<file path="config.mk">
export PLATFORM = sky130hd
export DESIGN_NAME = ppmc_top
export DESIGN_NICKNAME = d
export VERILOG_FILES = /design/src/ppmc_pkg.sv /design/src/ppmc_cnt_if.sv /design/src/ppmc_top.sv /design/src/ppmc_module.sv
export VERILOG_INCLUDE_DIRS = /design/src
export SDC_FILE = /design/constraint.sdc
export NUM_CORES = 1
export LEC_CHECK = 0
export BUFFER_PORTS_ARGS = -buffer_cell sky130_fd_sc_hd__buf_2
export CORE_ASPECT_RATIO = 1.2
export CORE_MARGIN = 8
export CORE_UTILIZATION = 50
export CTS_BUF_LIST = sky130_fd_sc_hd__clkbuf_8
export DETAILED_ROUTE_END_ITERATION = 8
export GPL_ROUTABILITY_DRIVEN = 0
export PLACE_DENSITY = 0.67
export SETUP_SLACK_MARGIN = 0.15
export SLEW_MARGIN = 30
export SYNTH_ARGS = -nofsm -noshare
export SYNTH_HDL_FRONTEND = slang
export SYNTH_SLANG_ARGS = --single-unit
</file>
<file path="constraint.sdc">
create_clock -name ref_clk -period 4.3 [get_ports ref_clk]
set_clock_uncertainty 0.1 [all_clocks]
set_input_delay 0.43 -clock ref_clk [delete_from_list [all_inputs] [get_ports ref_clk]]
set_output_delay 0.43 -clock ref_clk [all_outputs]
set_load 0.05 [all_outputs]
</file>
<file path="src/ppmc_regs.svh">
// Purpose: address map, bit positions, reset values and timing counts of the pwm counter array
// Assumes: byte wide special function register port
// Notes:   definitions only
`ifndef PPMC_REGS_SVH
`define PPMC_REGS_SVH

// register addresses on the sfr port
`define PPMC_ADDR_CTRL      8'h00
`define PPMC_ADDR_MODE      8'h01
`define PPMC_ADDR_CNT_LO    8'h02
`define PPMC_ADDR_CNT_HI    8'h03
`define PPMC_ADDR_MMODE     8'h10
`define PPMC_ADDR_CMP_LO    8'h18
`define PPMC_ADDR_CMP_HI    8'h20

// array_control_status bits
`define PPMC_CTL_OVF        7
`define PPMC_CTL_RUN        6
`define PPMC_CTL_FLAGS      6
`define PPMC_CTL_RESET      8'h00

// array mode register bits
`define PPMC_MD_IDLE        7
`define PPMC_MD_TB_HI       3
`define PPMC_MD_TB_LO       1
`define PPMC_MD_OVF_IE      0
`define PPMC_MD_RESET       8'h00

// module_mode_reg bits
`define PPMC_MM_WIDE        7
`define PPMC_MM_CEN         6
`define PPMC_MM_PWM         1
`define PPMC_MM_MIE         0
`define PPMC_MM_RESET       8'h00

// timebase codes
`define PPMC_TB_DIV12       3'h0
`define PPMC_TB_DIV4        3'h1
`define PPMC_TB_T0          3'h2
`define PPMC_TB_ECI         3'h3
`define PPMC_TB_SYS         3'h4
`define PPMC_TB_EXT8        3'h5

// divider terminal counts
`define PPMC_DIV12_LAST     4'hb
`define PPMC_DIV4_LAST      4'h3
`define PPMC_EXT8_LAST      3'h7

// counter limits
`define PPMC_LOW_MAX        8'hff
`define PPMC_CNT_MAX        16'hffff
`define PPMC_BYTE_ZERO      8'h00
`define PPMC_CNT_ZERO       16'h0000

`endif

</file>
<file path="src/ppmc_pkg.sv">
// Purpose: state types of the pwm counter array
// Assumes: ppmc_regs.svh for the codes
// Notes:   each module keeps its whole state in one of these structs
`include "ppmc_regs.svh"

package ppmc_pkg;

	// state of one compare module
	typedef struct packed {
		logic [7:0] mode;
		logic [7:0] cmp_lo;
		logic [7:0] cmp_hi;
		logic       pin;
		logic       match;
	} ppmc_mod_state_t;

	// state of the shared counter and control
	typedef struct packed {
		logic [7:0]  ctrl;
		logic [7:0]  mode;
		logic [15:0] cnt;
		logic [7:0]  snap_hi;
		logic [3:0]  pre;
		logic [2:0]  ext_cnt;
		logic        ext_q;
		logic        eci_q;
		logic [7:0]  rdata;
		logic        irq;
	} ppmc_top_state_t;

endpackage

</file>
<file path="src/ppmc_cnt_if.sv">
// Purpose: carries the shared count and its step enable to every compare module
// Assumes: driven combinationally by the top
// Notes:   nxt is cnt plus one, valid while tick is high
`timescale 1ns/100ps

interface ppmc_cnt_if;
	logic        tick;
	logic [15:0] cnt;
	logic [15:0] nxt;

	modport drv (output tick, output cnt, output nxt);
	modport mdl (input tick, input cnt, input nxt);
endinterface

</file>
<file path="src/ppmc_top.sv">
// Purpose: shared 16-bit counter, control registers and pwm compare modules
// Assumes: all inputs synchronous to ref_clk; sfr port single cycle strobes
// Notes:   read data appear one cycle after sfr_rd
//          hardware flag sets win over a software write in the same cycle
//          slots above NUM_MODULES read as zero and never raise a flag
//          reserved timebase codes stop the count
// Function
// - 8-bit pwm: pin goes high when count low byte equals compare low byte.
// - 8-bit pwm: pin goes low when count low byte overflows.
// - 8-bit pwm: on low byte wrap, compare low byte reloads from compare high byte.
// - 8-bit pwm chosen when compare enable and pwm select are set and wide select is clear.
// - writing compare low clears compare enable; writing compare high sets it.
// - 8-bit high time fraction is (256 minus compare high byte) over 256.
// - 16-bit pwm: high on full count match, low on counter overflow.
// - 16-bit pwm chosen when enable, pwm select and wide select are set.
// - 16-bit high time fraction is (65536 minus compare word) over 65536.
// - three-bit timebase: clk/12, clk/4, timer0, ext falling edges, clk, ext/8.
// - idle halt bit set suspends counting while processor idles.
`timescale 1ns/100ps
`include "ppmc_regs.svh"

module ppmc_top #(
	parameter int NUM_MODULES = 6
) (
	input  wire logic                   ref_clk,
	input  wire logic                   rstn,
	input  wire logic [7:0]             sfr_addr,
	input  wire logic                   sfr_wr,
	input  wire logic                   sfr_rd,
	input  wire logic [7:0]             sfr_wdata,
	output logic      [7:0]             sfr_rdata,
	input  wire logic                   cpu_idle,
	input  wire logic                   timer0_ovf,
	input  wire logic                   ext_count_in,
	input  wire logic                   ext_osc_in,
	output logic                        irq,
	output logic      [NUM_MODULES-1:0] module_output_pin
);

	// refuse module counts that the six flag bits of the control byte cannot serve
	if (NUM_MODULES < 1 || NUM_MODULES > `PPMC_CTL_FLAGS) begin : g_bad_count
		$error("NUM_MODULES must lie between 1 and 6");
	end

	// whole state in one struct, its next value built by one process
	ppmc_pkg::ppmc_top_state_t s_reg;
	ppmc_pkg::ppmc_top_state_t s_next;

	ppmc_cnt_if cnt_bus ();

	logic [NUM_MODULES-1:0] mode_wr;
	logic [NUM_MODULES-1:0] cmp_lo_wr;
	logic [NUM_MODULES-1:0] cmp_hi_wr;
	logic [NUM_MODULES-1:0] m_match;
	logic [7:0]             m_mode   [NUM_MODULES];
	logic [7:0]             m_cmp_lo [NUM_MODULES];
	logic [7:0]             m_cmp_hi [NUM_MODULES];
	logic                   tick;
	logic                   raw_tick;
	logic                   ext_rise;
	logic [2:0]             tb_sel;
	logic                   run_on;
	logic                   idle_hold;
	logic                   cnt_wrap;
	logic [7:0]             mod_rdata;

	// timebase field and the rising edge of the sampled external oscillator
	assign tb_sel   = s_reg.mode[`PPMC_MD_TB_HI:`PPMC_MD_TB_LO];
	assign ext_rise = ext_osc_in & ~s_reg.ext_q;

	// timebase pick from prescaler and edge detectors
	always_comb begin
		case (tb_sel)
			`PPMC_TB_DIV12: raw_tick = s_reg.pre == `PPMC_DIV12_LAST;
			`PPMC_TB_DIV4:  raw_tick = s_reg.pre == `PPMC_DIV4_LAST;
			`PPMC_TB_T0:    raw_tick = timer0_ovf;
			// falling edge: high on the last clock, low on this one
			`PPMC_TB_ECI:   raw_tick = s_reg.eci_q & ~ext_count_in;
			`PPMC_TB_SYS:   raw_tick = 1'b1;
			// every eighth rising edge of the oscillator
			`PPMC_TB_EXT8:  raw_tick = ext_rise && s_reg.ext_cnt == `PPMC_EXT8_LAST;
			default:        raw_tick = 1'b0; // reserved codes stop the count
		endcase
	end

	assign run_on = s_reg.ctrl[`PPMC_CTL_RUN];
	// idle suspend; the prescaler keeps turning, so the phase after idle is arbitrary
	assign idle_hold = cpu_idle & s_reg.mode[`PPMC_MD_IDLE];
	assign tick      = raw_tick & run_on & ~idle_hold;

	// overflow of the full count, seen only on a counting step
	assign cnt_wrap = tick & (s_reg.cnt == `PPMC_CNT_MAX);

	// shared count to every module; nxt saves each module an adder of its own
	assign cnt_bus.tick = tick;
	assign cnt_bus.cnt  = s_reg.cnt;
	assign cnt_bus.nxt  = s_reg.cnt + 16'h0001;

	// per module write strobes and modules
	for (genvar i = 0; i < NUM_MODULES; i++) begin : g_mod
		// each slot decodes its own three addresses
		assign mode_wr[i]   = sfr_wr && sfr_addr == `PPMC_ADDR_MMODE + 8'(i);
		assign cmp_lo_wr[i] = sfr_wr && sfr_addr == `PPMC_ADDR_CMP_LO + 8'(i);
		assign cmp_hi_wr[i] = sfr_wr && sfr_addr == `PPMC_ADDR_CMP_HI + 8'(i);
		// one compare module per slot
		ppmc_module u_mod (
			.ref_clk   (ref_clk),
			.rstn      (rstn),
			.cnt_bus   (cnt_bus),
			.mode_wr   (mode_wr[i]),
			.cmp_lo_wr (cmp_lo_wr[i]),
			.cmp_hi_wr (cmp_hi_wr[i]),
			.wdata     (sfr_wdata),
			.mode      (m_mode[i]),
			.cmp_lo    (m_cmp_lo[i]),
			.cmp_hi    (m_cmp_hi[i]),
			.match     (m_match[i]),
			.pin       (module_output_pin[i])
		);
	end

	// counter, registers, flags, read mux and interrupt
	always_comb begin
		logic [3:0] pre_last;
		logic [7:0] flags;
		logic       req;
		pre_last = `PPMC_DIV12_LAST;
		flags    = `PPMC_BYTE_ZERO;
		req      = 1'b0;
		s_next   = s_reg;
		// prescaler runs free; the divide-by-4 choice shortens its loop
		if (tb_sel == `PPMC_TB_DIV4)
			pre_last = `PPMC_DIV4_LAST;
		s_next.pre = (s_reg.pre >= pre_last) ? 4'h0 : s_reg.pre + 4'h1;
		// history for the edge detectors
		s_next.eci_q = ext_count_in;
		s_next.ext_q = ext_osc_in;
		if (ext_rise)
			s_next.ext_cnt = s_reg.ext_cnt + 3'h1;
		// counting step
		if (tick)
			s_next.cnt = cnt_bus.nxt;

		// software writes; a count byte write wins over the step
		if (sfr_wr) begin
			case (sfr_addr)
				`PPMC_ADDR_CTRL:   s_next.ctrl = sfr_wdata;
				`PPMC_ADDR_MODE:   s_next.mode = sfr_wdata;
				`PPMC_ADDR_CNT_LO: s_next.cnt[7:0] = sfr_wdata;
				`PPMC_ADDR_CNT_HI: s_next.cnt[15:8] = sfr_wdata;
				default:           s_next.cnt = s_next.cnt;
			endcase
		end

		// sticky flags, a hardware set beats a same-cycle clear
		if (cnt_wrap)
			s_next.ctrl[`PPMC_CTL_OVF] = 1'b1;
		// match strobes rise on the same edge that steps the count to the compare value, the flag follows a cycle later
		for (int i = 0; i < NUM_MODULES; i++) begin
			if (m_match[i])
				s_next.ctrl[i] = 1'b1;
		end
		// flags of absent modules read zero
		for (int i = NUM_MODULES; i < `PPMC_CTL_FLAGS; i++)
			s_next.ctrl[i] = 1'b0;

		flags = s_reg.ctrl;
		req = flags[`PPMC_CTL_OVF] & s_reg.mode[`PPMC_MD_OVF_IE];
		for (int i = 0; i < NUM_MODULES; i++)
			req = req | (flags[i] & m_mode[i][`PPMC_MM_MIE]);
		s_next.irq = req;

		// read port: low byte read freezes the high byte for a tear-free pair
		if (sfr_rd) begin
			s_next.rdata = `PPMC_BYTE_ZERO;
			case (sfr_addr)
				`PPMC_ADDR_CTRL:   s_next.rdata = s_reg.ctrl;
				`PPMC_ADDR_MODE:   s_next.rdata = s_reg.mode;
				`PPMC_ADDR_CNT_LO: begin
					s_next.rdata   = s_reg.cnt[7:0];
					s_next.snap_hi = s_reg.cnt[15:8];
				end
				// the high byte comes from the snapshot, never the live count
				`PPMC_ADDR_CNT_HI: s_next.rdata = s_reg.snap_hi;
				default:           s_next.rdata = mod_rdata;
			endcase
		end
	end

	// read-back of the module registers; zero where no module owns the address
	always_comb begin
		mod_rdata = `PPMC_BYTE_ZERO;
		for (int i = 0; i < NUM_MODULES; i++) begin
			if (sfr_addr == `PPMC_ADDR_MMODE + 8'(i))
				mod_rdata = m_mode[i];
			if (sfr_addr == `PPMC_ADDR_CMP_LO + 8'(i))
				mod_rdata = m_cmp_lo[i];
			if (sfr_addr == `PPMC_ADDR_CMP_HI + 8'(i))
				mod_rdata = m_cmp_hi[i];
		end
	end

	// state register; every field clears, so the first edge after release
	// sees a stopped array with all pins low
	always_ff @(posedge ref_clk or negedge rstn) begin
		if (!rstn) begin
			s_reg <= '{ctrl: `PPMC_CTL_RESET, mode: `PPMC_MD_RESET, cnt: `PPMC_CNT_ZERO,
				snap_hi: `PPMC_BYTE_ZERO, pre: 4'h0, ext_cnt: 3'h0, ext_q: 1'b0,
				eci_q: 1'b0, rdata: `PPMC_BYTE_ZERO, irq: 1'b0};
		end else begin
			s_reg <= s_next;
		end
	end

	// outputs come straight from the state flops
	assign sfr_rdata = s_reg.rdata;
	assign irq       = s_reg.irq;

endmodule

</file>
<file path="src/ppmc_module.sv">
// Purpose: one capture/compare module in 8-bit or 16-bit pwm mode
// Assumes: count steps only while cnt_bus.tick is high
// Notes:   other compare modes hold the pin low
`timescale 1ns/100ps
`include "ppmc_regs.svh"

module ppmc_module (
	input  wire logic       ref_clk,
	input  wire logic       rstn,
	ppmc_cnt_if.mdl         cnt_bus,
	input  wire logic       mode_wr,
	input  wire logic       cmp_lo_wr,
	input  wire logic       cmp_hi_wr,
	input  wire logic [7:0] wdata,
	output logic      [7:0] mode,
	output logic      [7:0] cmp_lo,
	output logic      [7:0] cmp_hi,
	output logic            match,
	output logic            pin
);

	ppmc_pkg::ppmc_mod_state_t s_reg;
	ppmc_pkg::ppmc_mod_state_t s_next;

	// mode decode and next state
	always_comb begin
		logic       pwm8;
		logic       pwm16;
		logic       low_ovf;
		logic       hit;
		logic [7:0] ref_lo;
		pwm8    = 1'b0;
		pwm16   = 1'b0;
		low_ovf = 1'b0;
		hit     = 1'b0;
		ref_lo  = s_reg.cmp_lo;
		s_next  = s_reg;
		s_next.match = 1'b0;
		pwm8  = s_reg.mode[`PPMC_MM_CEN] & s_reg.mode[`PPMC_MM_PWM] & ~s_reg.mode[`PPMC_MM_WIDE];
		pwm16 = s_reg.mode[`PPMC_MM_CEN] & s_reg.mode[`PPMC_MM_PWM] & s_reg.mode[`PPMC_MM_WIDE];
		low_ovf = cnt_bus.cnt[7:0] == `PPMC_LOW_MAX;
		if (pwm8 && cnt_bus.tick) begin
			// reload on wrap: the reloaded value is compared at once, so zero gives full duty
			if (low_ovf) begin
				ref_lo = s_reg.cmp_hi;
				s_next.cmp_lo = s_reg.cmp_hi;
			end
			hit = cnt_bus.nxt[7:0] == ref_lo;
			// high from match, low at wrap
			if (hit)
				s_next.pin = 1'b1;
			else if (low_ovf)
				s_next.pin = 1'b0;
		end else if (pwm16 && cnt_bus.tick) begin
			hit = cnt_bus.nxt == {s_reg.cmp_hi, s_reg.cmp_lo};
			// high from match, low at overflow
			if (hit)
				s_next.pin = 1'b1;
			else if (cnt_bus.cnt == `PPMC_CNT_MAX)
				s_next.pin = 1'b0;
		end else if (!pwm8 && !pwm16) begin
			s_next.pin = 1'b0;
		end
		s_next.match = hit;
		// software writes come last so they win over a reload in the same cycle
		if (mode_wr)
			s_next.mode = wdata;
		if (cmp_lo_wr) begin
			s_next.cmp_lo = wdata;
			s_next.mode[`PPMC_MM_CEN] = 1'b0;
		end
		if (cmp_hi_wr) begin
			s_next.cmp_hi = wdata;
			s_next.mode[`PPMC_MM_CEN] = 1'b1;
		end
	end

	// state register
	always_ff @(posedge ref_clk or negedge rstn) begin
		if (!rstn) begin
			s_reg <= '{mode: `PPMC_MM_RESET, cmp_lo: `PPMC_BYTE_ZERO, cmp_hi: `PPMC_BYTE_ZERO,
				pin: 1'b0, match: 1'b0};
		end else begin
			s_reg <= s_next;
		end
	end

	assign mode   = s_reg.mode;
	assign cmp_lo = s_reg.cmp_lo;
	assign cmp_hi = s_reg.cmp_hi;
	assign match  = s_reg.match;
	assign pin    = s_reg.pin;

endmodule

</file>
# ---- Yosys cells after proc, flatten, opt, wreduce, memory -nomap -nowiden
# Index checks and enable logic that the tools add are counted.
dict set report totals {
  in_bits 24
  output_inout_bits 15
  elab_cells 372
  register_bits 214
}
dict set report classes {
  bitwise_logic 46
  n_lt_le_gt_ge 1
  muxes 115
  eq_ne 55
  reduce_logical 99
  addsub 3
}
# cell n
set ops {}
lappend ops {{8-bit 2-to-1 mux} 40}
lappend ops {{16-bit equality test} 6}
lappend ops {{8-bit by 5-bit equality test with 1-bit output (second input constant)} 12}
lappend ops {{1-bit 2-to-1 mux} 63}
lappend ops {{8-bit by 6-bit equality test with 1-bit output (second input constant)} 6}
lappend ops {{8-bit equality test} 6}
lappend ops {{7-bit 2-to-1 mux} 6}
lappend ops {{2-bit nonzero test} 20}
lappend ops {{1-bit logical AND} 37}
lappend ops {{3-bit nonzero test} 12}
lappend ops {{32-bit 2-to-1 mux} 1}
lappend ops {{8-bit one-hot mux with 4 select lines} 1}
lappend ops {{1-bit AND} 31}
lappend ops {{4-bit by 3-bit != test with 1-bit output (second input constant)} 6}
lappend ops {{2-bit AND reduction} 10}
lappend ops {{3-bit AND reduction} 6}
lappend ops {{16-bit by 1-bit adder with 16-bit output (second input constant)} 1}
lappend ops {{16-bit equality test (second input constant)} 1}
lappend ops {{8-bit by 2-bit equality test with 1-bit output (second input constant)} 2}
lappend ops {{16-bit 2-to-1 mux} 1}
lappend ops {{3-bit != test (second input constant)} 5}
lappend ops {{1-bit logical NOT} 12}
lappend ops {{3-bit equality test (second input constant)} 3}
lappend ops {{1-bit inverter} 9}
lappend ops {{15 further kinds} 22}

# ---- Depth between registers and ports, before layout
dict set report depth {
  ltp_word 20
  depth_mapped 12
  ltp_nobuf 9
}

# ---- By module
# A second synthesis with hierarchy kept.
dict set report unflattened {
  hier_cells 1517
  hier_area_um2 14310.0
}
# module seq_area_each_um2 cells_each instances area_per_inst_um2
set by_module_without_submodules {}
lappend by_module_without_submodules {ppmc_module 650.6 156 6 1584.0}
lappend by_module_without_submodules {ppmc_top 1451.4 581 1 4805.9}

# ---- Worst setup path before layout
# No wires, ideal clock.
dict set report synth_path {
  kind {reg-to-reg}
  startpoint {register s_reg (netlist bit cnt_bus.cnt[1])}
  endpoint {register g_mod[4].u_mod.s_reg (netlist bit g_mod[4].u_mod.pin)}
  path_buffers 2
  arrival_time_ns 2.768
  setup_slack_ns 1.331
  period_less_slack_ns 2.969
  path_stages_with_launch 12
  setup_ns 0.101
  required_ns 4.099
  cell_sequence {dfrtp_1 > ha_1 > clkbuf_1 > buf_1 > xnor2_1 > o211ai_1 > a31o_2 > a2111oi_0 > nand4b_1 > nor4_1 > a21oi_1 > o32ai_1}
}
dict set report synth_between {
  elab_chain_cells 6
  word_cells_on_any_way 14
  cone_classes {1 x add/sub; 6 x eq/ne; 6 x mux; 1 x reduce/logical}
}
# item line_no
set synth_rtl {}
lappend synth_rtl {{from (decl)} ppmc_top.sv:46} ;# ppmc_pkg::ppmc_top_state_t s_reg;
lappend synth_rtl {{from (signal assigned)} ppmc_top.sv:207} ;# s_reg <= '{ctrl: `PPMC_CTL_RESET, mode: `PPMC_MD_RESET, cnt: `PPMC_CNT_ZERO,
lappend synth_rtl {{from (signal assigned)} ppmc_top.sv:211} ;# s_reg <= s_next;
lappend synth_rtl {{branches (longest 6 deep; another with 16-bit by 1-bit adder with 16-bit output)} n/a}
lappend synth_rtl {{to (signal assigned)} ppmc_module.sv:81} ;# s_reg <= '{mode: `PPMC_MM_RESET, cmp_lo: `PPMC_BYTE_ZERO, cmp_hi: `PPMC_BYTE_ZERO,
lappend synth_rtl {{to (signal assigned)} ppmc_module.sv:84} ;# s_reg <= s_next;
lappend synth_rtl {{to (decl)} ppmc_module.sv:22} ;# ppmc_pkg::ppmc_mod_state_t s_reg;
# Parallel ways; which one is timed is not known. The select of a mux whose other input is x is not followed.
# A chain may end at the register's enable or synchronous reset.

# ---- Final worst setup path
dict set report layout_path {
  startpoint {register s_reg (netlist bit cnt_bus.cnt[3])}
  endpoint {register g_mod[2].u_mod.s_reg (netlist bit g_mod[2].u_mod.pin)}
}
dict set report layout_between {
  elab_chain_cells 6
  word_cells_on_any_way 14
  cone_classes {1 x add/sub; 6 x eq/ne; 6 x mux; 1 x reduce/logical}
}
# item line_no
set layout_rtl {}
lappend layout_rtl {{branches (longest 6 deep; another with 16-bit by 1-bit adder with 16-bit output)} n/a}
lappend layout_rtl {{to (signal assigned)} ppmc_module.sv:81}
lappend layout_rtl {{to (signal assigned)} ppmc_module.sv:84}
lappend layout_rtl {{to (decl)} ppmc_module.sv:22}
# Parallel ways; which one is timed is not known. The select of a mux whose other input is x is not followed.

==> metrics.cfg <==
[worst_setup_path]
start_kind=register
reg2reg_depth=8
end_kind=register
worstPathMaxFanout=14
regToRegSetupSlack_ns=0.33
startpoint=cnt_bus.cnt[3]
r2r_start=cnt_bus.cnt[3]
worstPathArrival_ns=4.38
crit_end=g_mod[2].u_mod.pin
path_class=register to register
cp.required_ns=4.71
rr_endpoint=g_mod[2].u_mod.pin

[yosys]
synth_most_common_cell=dfrtp_1
ys_warn_count=0
ys_types=89
syn_avg_cell_area_um2=9.77
synth-main-ff-cell=dfrtp_1
yosys.area.top_type_share=0.372
ys_top_cells_by_area=dfrtp_1, mux2_2, mux2i_1
ys_ff_latch=214
ys_top_cells_by_count=dfrtp_1, mux2_2, nand2_1, o21ai_0, mux2i_1
async_reset_ff_frac=1.00
synth_nets=1501
syn-cell-area_mm2=0.0144
yosysTopAreaCell=dfrtp_1
syn_inst=1472
synth-edff-count=0
yosysSeqAreaShare=0.372

[route]
first_pass_iters=9
wl_per_cell_um=29.0
drt_iter0_drc=1965
viasPerCell=6.95
num_vias=13079
wirelength_um=54600
drc=0
ant_nets=0

[final_layout]
syn_to_final_growth_pct=8.41
final_layout_size_suffix_gt1_frac=0.194
antenna_cells=0
nFillCells=2521
fin_nets=1507
final_area_mm2=0.0156
postLayoutCoreUtil=0.547

[place]
dpl_cell_area_mm2=0.0149
dp_hpwl_um=37700
dpl_worst_slack_ns=0.302
port_buffers=38

[min_path]
hold_class=input port to register

[sta]
layout_setup_ws_ns=0.326
rsz0062_at_grt=false
worstMarginPinSlew_ns=0.944
whs_ns=0.231
hold_viol=0
tns_ns=0
fmaxAchievable_mhz=252
post-route-min-period_ns=3.97
final-setup-viol-count=0
period_share=0.924
drv_slew=0
max_slew_margin=0.366

[die]
dieHeight_um=202
pin_count=39
start_util=0.505
die_w_um=171
core_area_mm2=0.0285
rows=68
die_area_mm2=0.0345

[clock_tree]
clkLatencyLatePin_ns=0.59
clock-sinks=214
path_clk_slew_ns=0.07
cts_tree=done
cts.path.max_buffers=3
numCtsBuffers=35
clockRootBuffer=clkbuf_8
h-tree-depth=2
post_cts_buffers=0

[grt]
grt-ovfl-total=0
grt_pass1_wl_um=81300
grt_pass1_vias=12665
antenna_found_initial=1
grt_max_degree=112
grt_usage=0.316

[power]
ir_drop_uv=287
p_leak_nw=6.56
powerDensity_mw_per_mm2=343

[flow_run]
cap_viol_max_count=0

[run_status]
status=finished, final reports clean

-- final cells by class --
| type | instances | area, µm² | area share |
|---|---|---|---|
| Sequential cell | 214 | 5360 | 0.343 |
| Timing Repair Buffer | 84 | 566 | 0.0363 |
| Multi-Input combinational cell | 1121 | 8400 | 0.539 |
| Tap cell | 385 | 482 | 0.0309 |
| Clock inverter | 15 | 128 | 0.00818 |
| Inverter | 22 | 82.6 | 0.00530 |
| Clock buffer | 42 | 578 | 0.0371 |
-- power breakdown --
| part | internal (mW) | total [mW] | switching, mW |
|---|---|---|---|
| registers | 2.15 | 2.39 | 0.243 |
| logic | 0.478 | 1.11 | 0.629 |
| clock network | 1.00 | 1.86 | 0.853 |
-- routing by layer --
layer  wire length [µm]  track usage
met5                  0            0
met4               4710        0.225
met3               6780       0.0908
met2              23100        0.461
met1              20000        0.396
-- placed cells by master (no fill, tap or decap), types with 8 or more instances in the layout --
cell	count
xnor2_1	87
a221oi_1	10
mux2i_1	95
nand2_1	110
a21oi_1	70
o21ai_0	97
nor4_1	13
dfrtp_1	214
xor2_1	45
nand4_1	19
or3_1	8
buf_2	37
a211oi_1	8
o221ai_1	12
inv_1	25
o211ai_1	8
a22oi_1	27
nand2b_1	13
nor3_1	32
buf_4	42
and3_1	16
xnor3_1	15
clkbuf_8	42
a211o_1	11
nor2_1	83
o22ai_1	11
mux2_2	112
nand3_1	55
nor2b_1	9
a31oi_1	12
-- how the worst min path moves through the flow --
stage | from | end | slack (ns) | depth (start not counted)
2_1_floorplan | rstn | cnt_bus.cnt[0] | 0.03 | 0
3_3_place_gp | g_mod[4].u_mod.match | s_reg[54] | 0.33 | 1
3_5_place_dp | g_mod[4].u_mod.match | s_reg[54] | 0.33 | 1
4_1_cts | sfr_rd | sfr_rdata[6] | 0.22 | 2
5_1_grt | sfr_rd | sfr_rdata[6] | 0.23 | 2
6_report | sfr_rd | sfr_rdata[6] | 0.23 | 2
-- cells by family (layout without fill, tap and decap cells) --
logic type,after synthesis,in the layout,synth area share
AND/OR/NAND/NOR,420,420,0.158
flip-flops,214,214,0.372
buffers and inverters,137,163,0.0447
XOR/XNOR,153,153,0.112
AO/OA/AOI/OAI,336,336,0.154
multiplexers,207,207,0.154
adder cells (fa/ha/maj),5,5,0.00435
-- stage by stage --
stage | cells | power [mW]
global placement | 1823 | 3.46
CTS | 1883 | 5.34
global route | 1883 | 5.54
detailed placement | 1823 | 3.49
floorplan | 1472 | 3.11
finish | 1883 | 5.36
-- repair_timing --
| item | in CTS | in global routing |
|---|---|---|
| endpoints found under the setup margin | 0 | 20 |
| hold buffers | 3 | 0 |
| hold endpoints to repair | 111 | 0 |
| resized for setup | 0 | 1 |
-- worst max-delay path, stage by stage (launching register included) --
cell and delay [ns]:
dfrtp_1 0.74, nand4_2 0.36, o21ai_0 0.69, and2_1 0.76
xnor2_1 0.19, nand3_1 0.11, or4_1 0.49, a211oi_2 0.30
o21bai_1 0.15
Power figures use the tool's default switching activity.
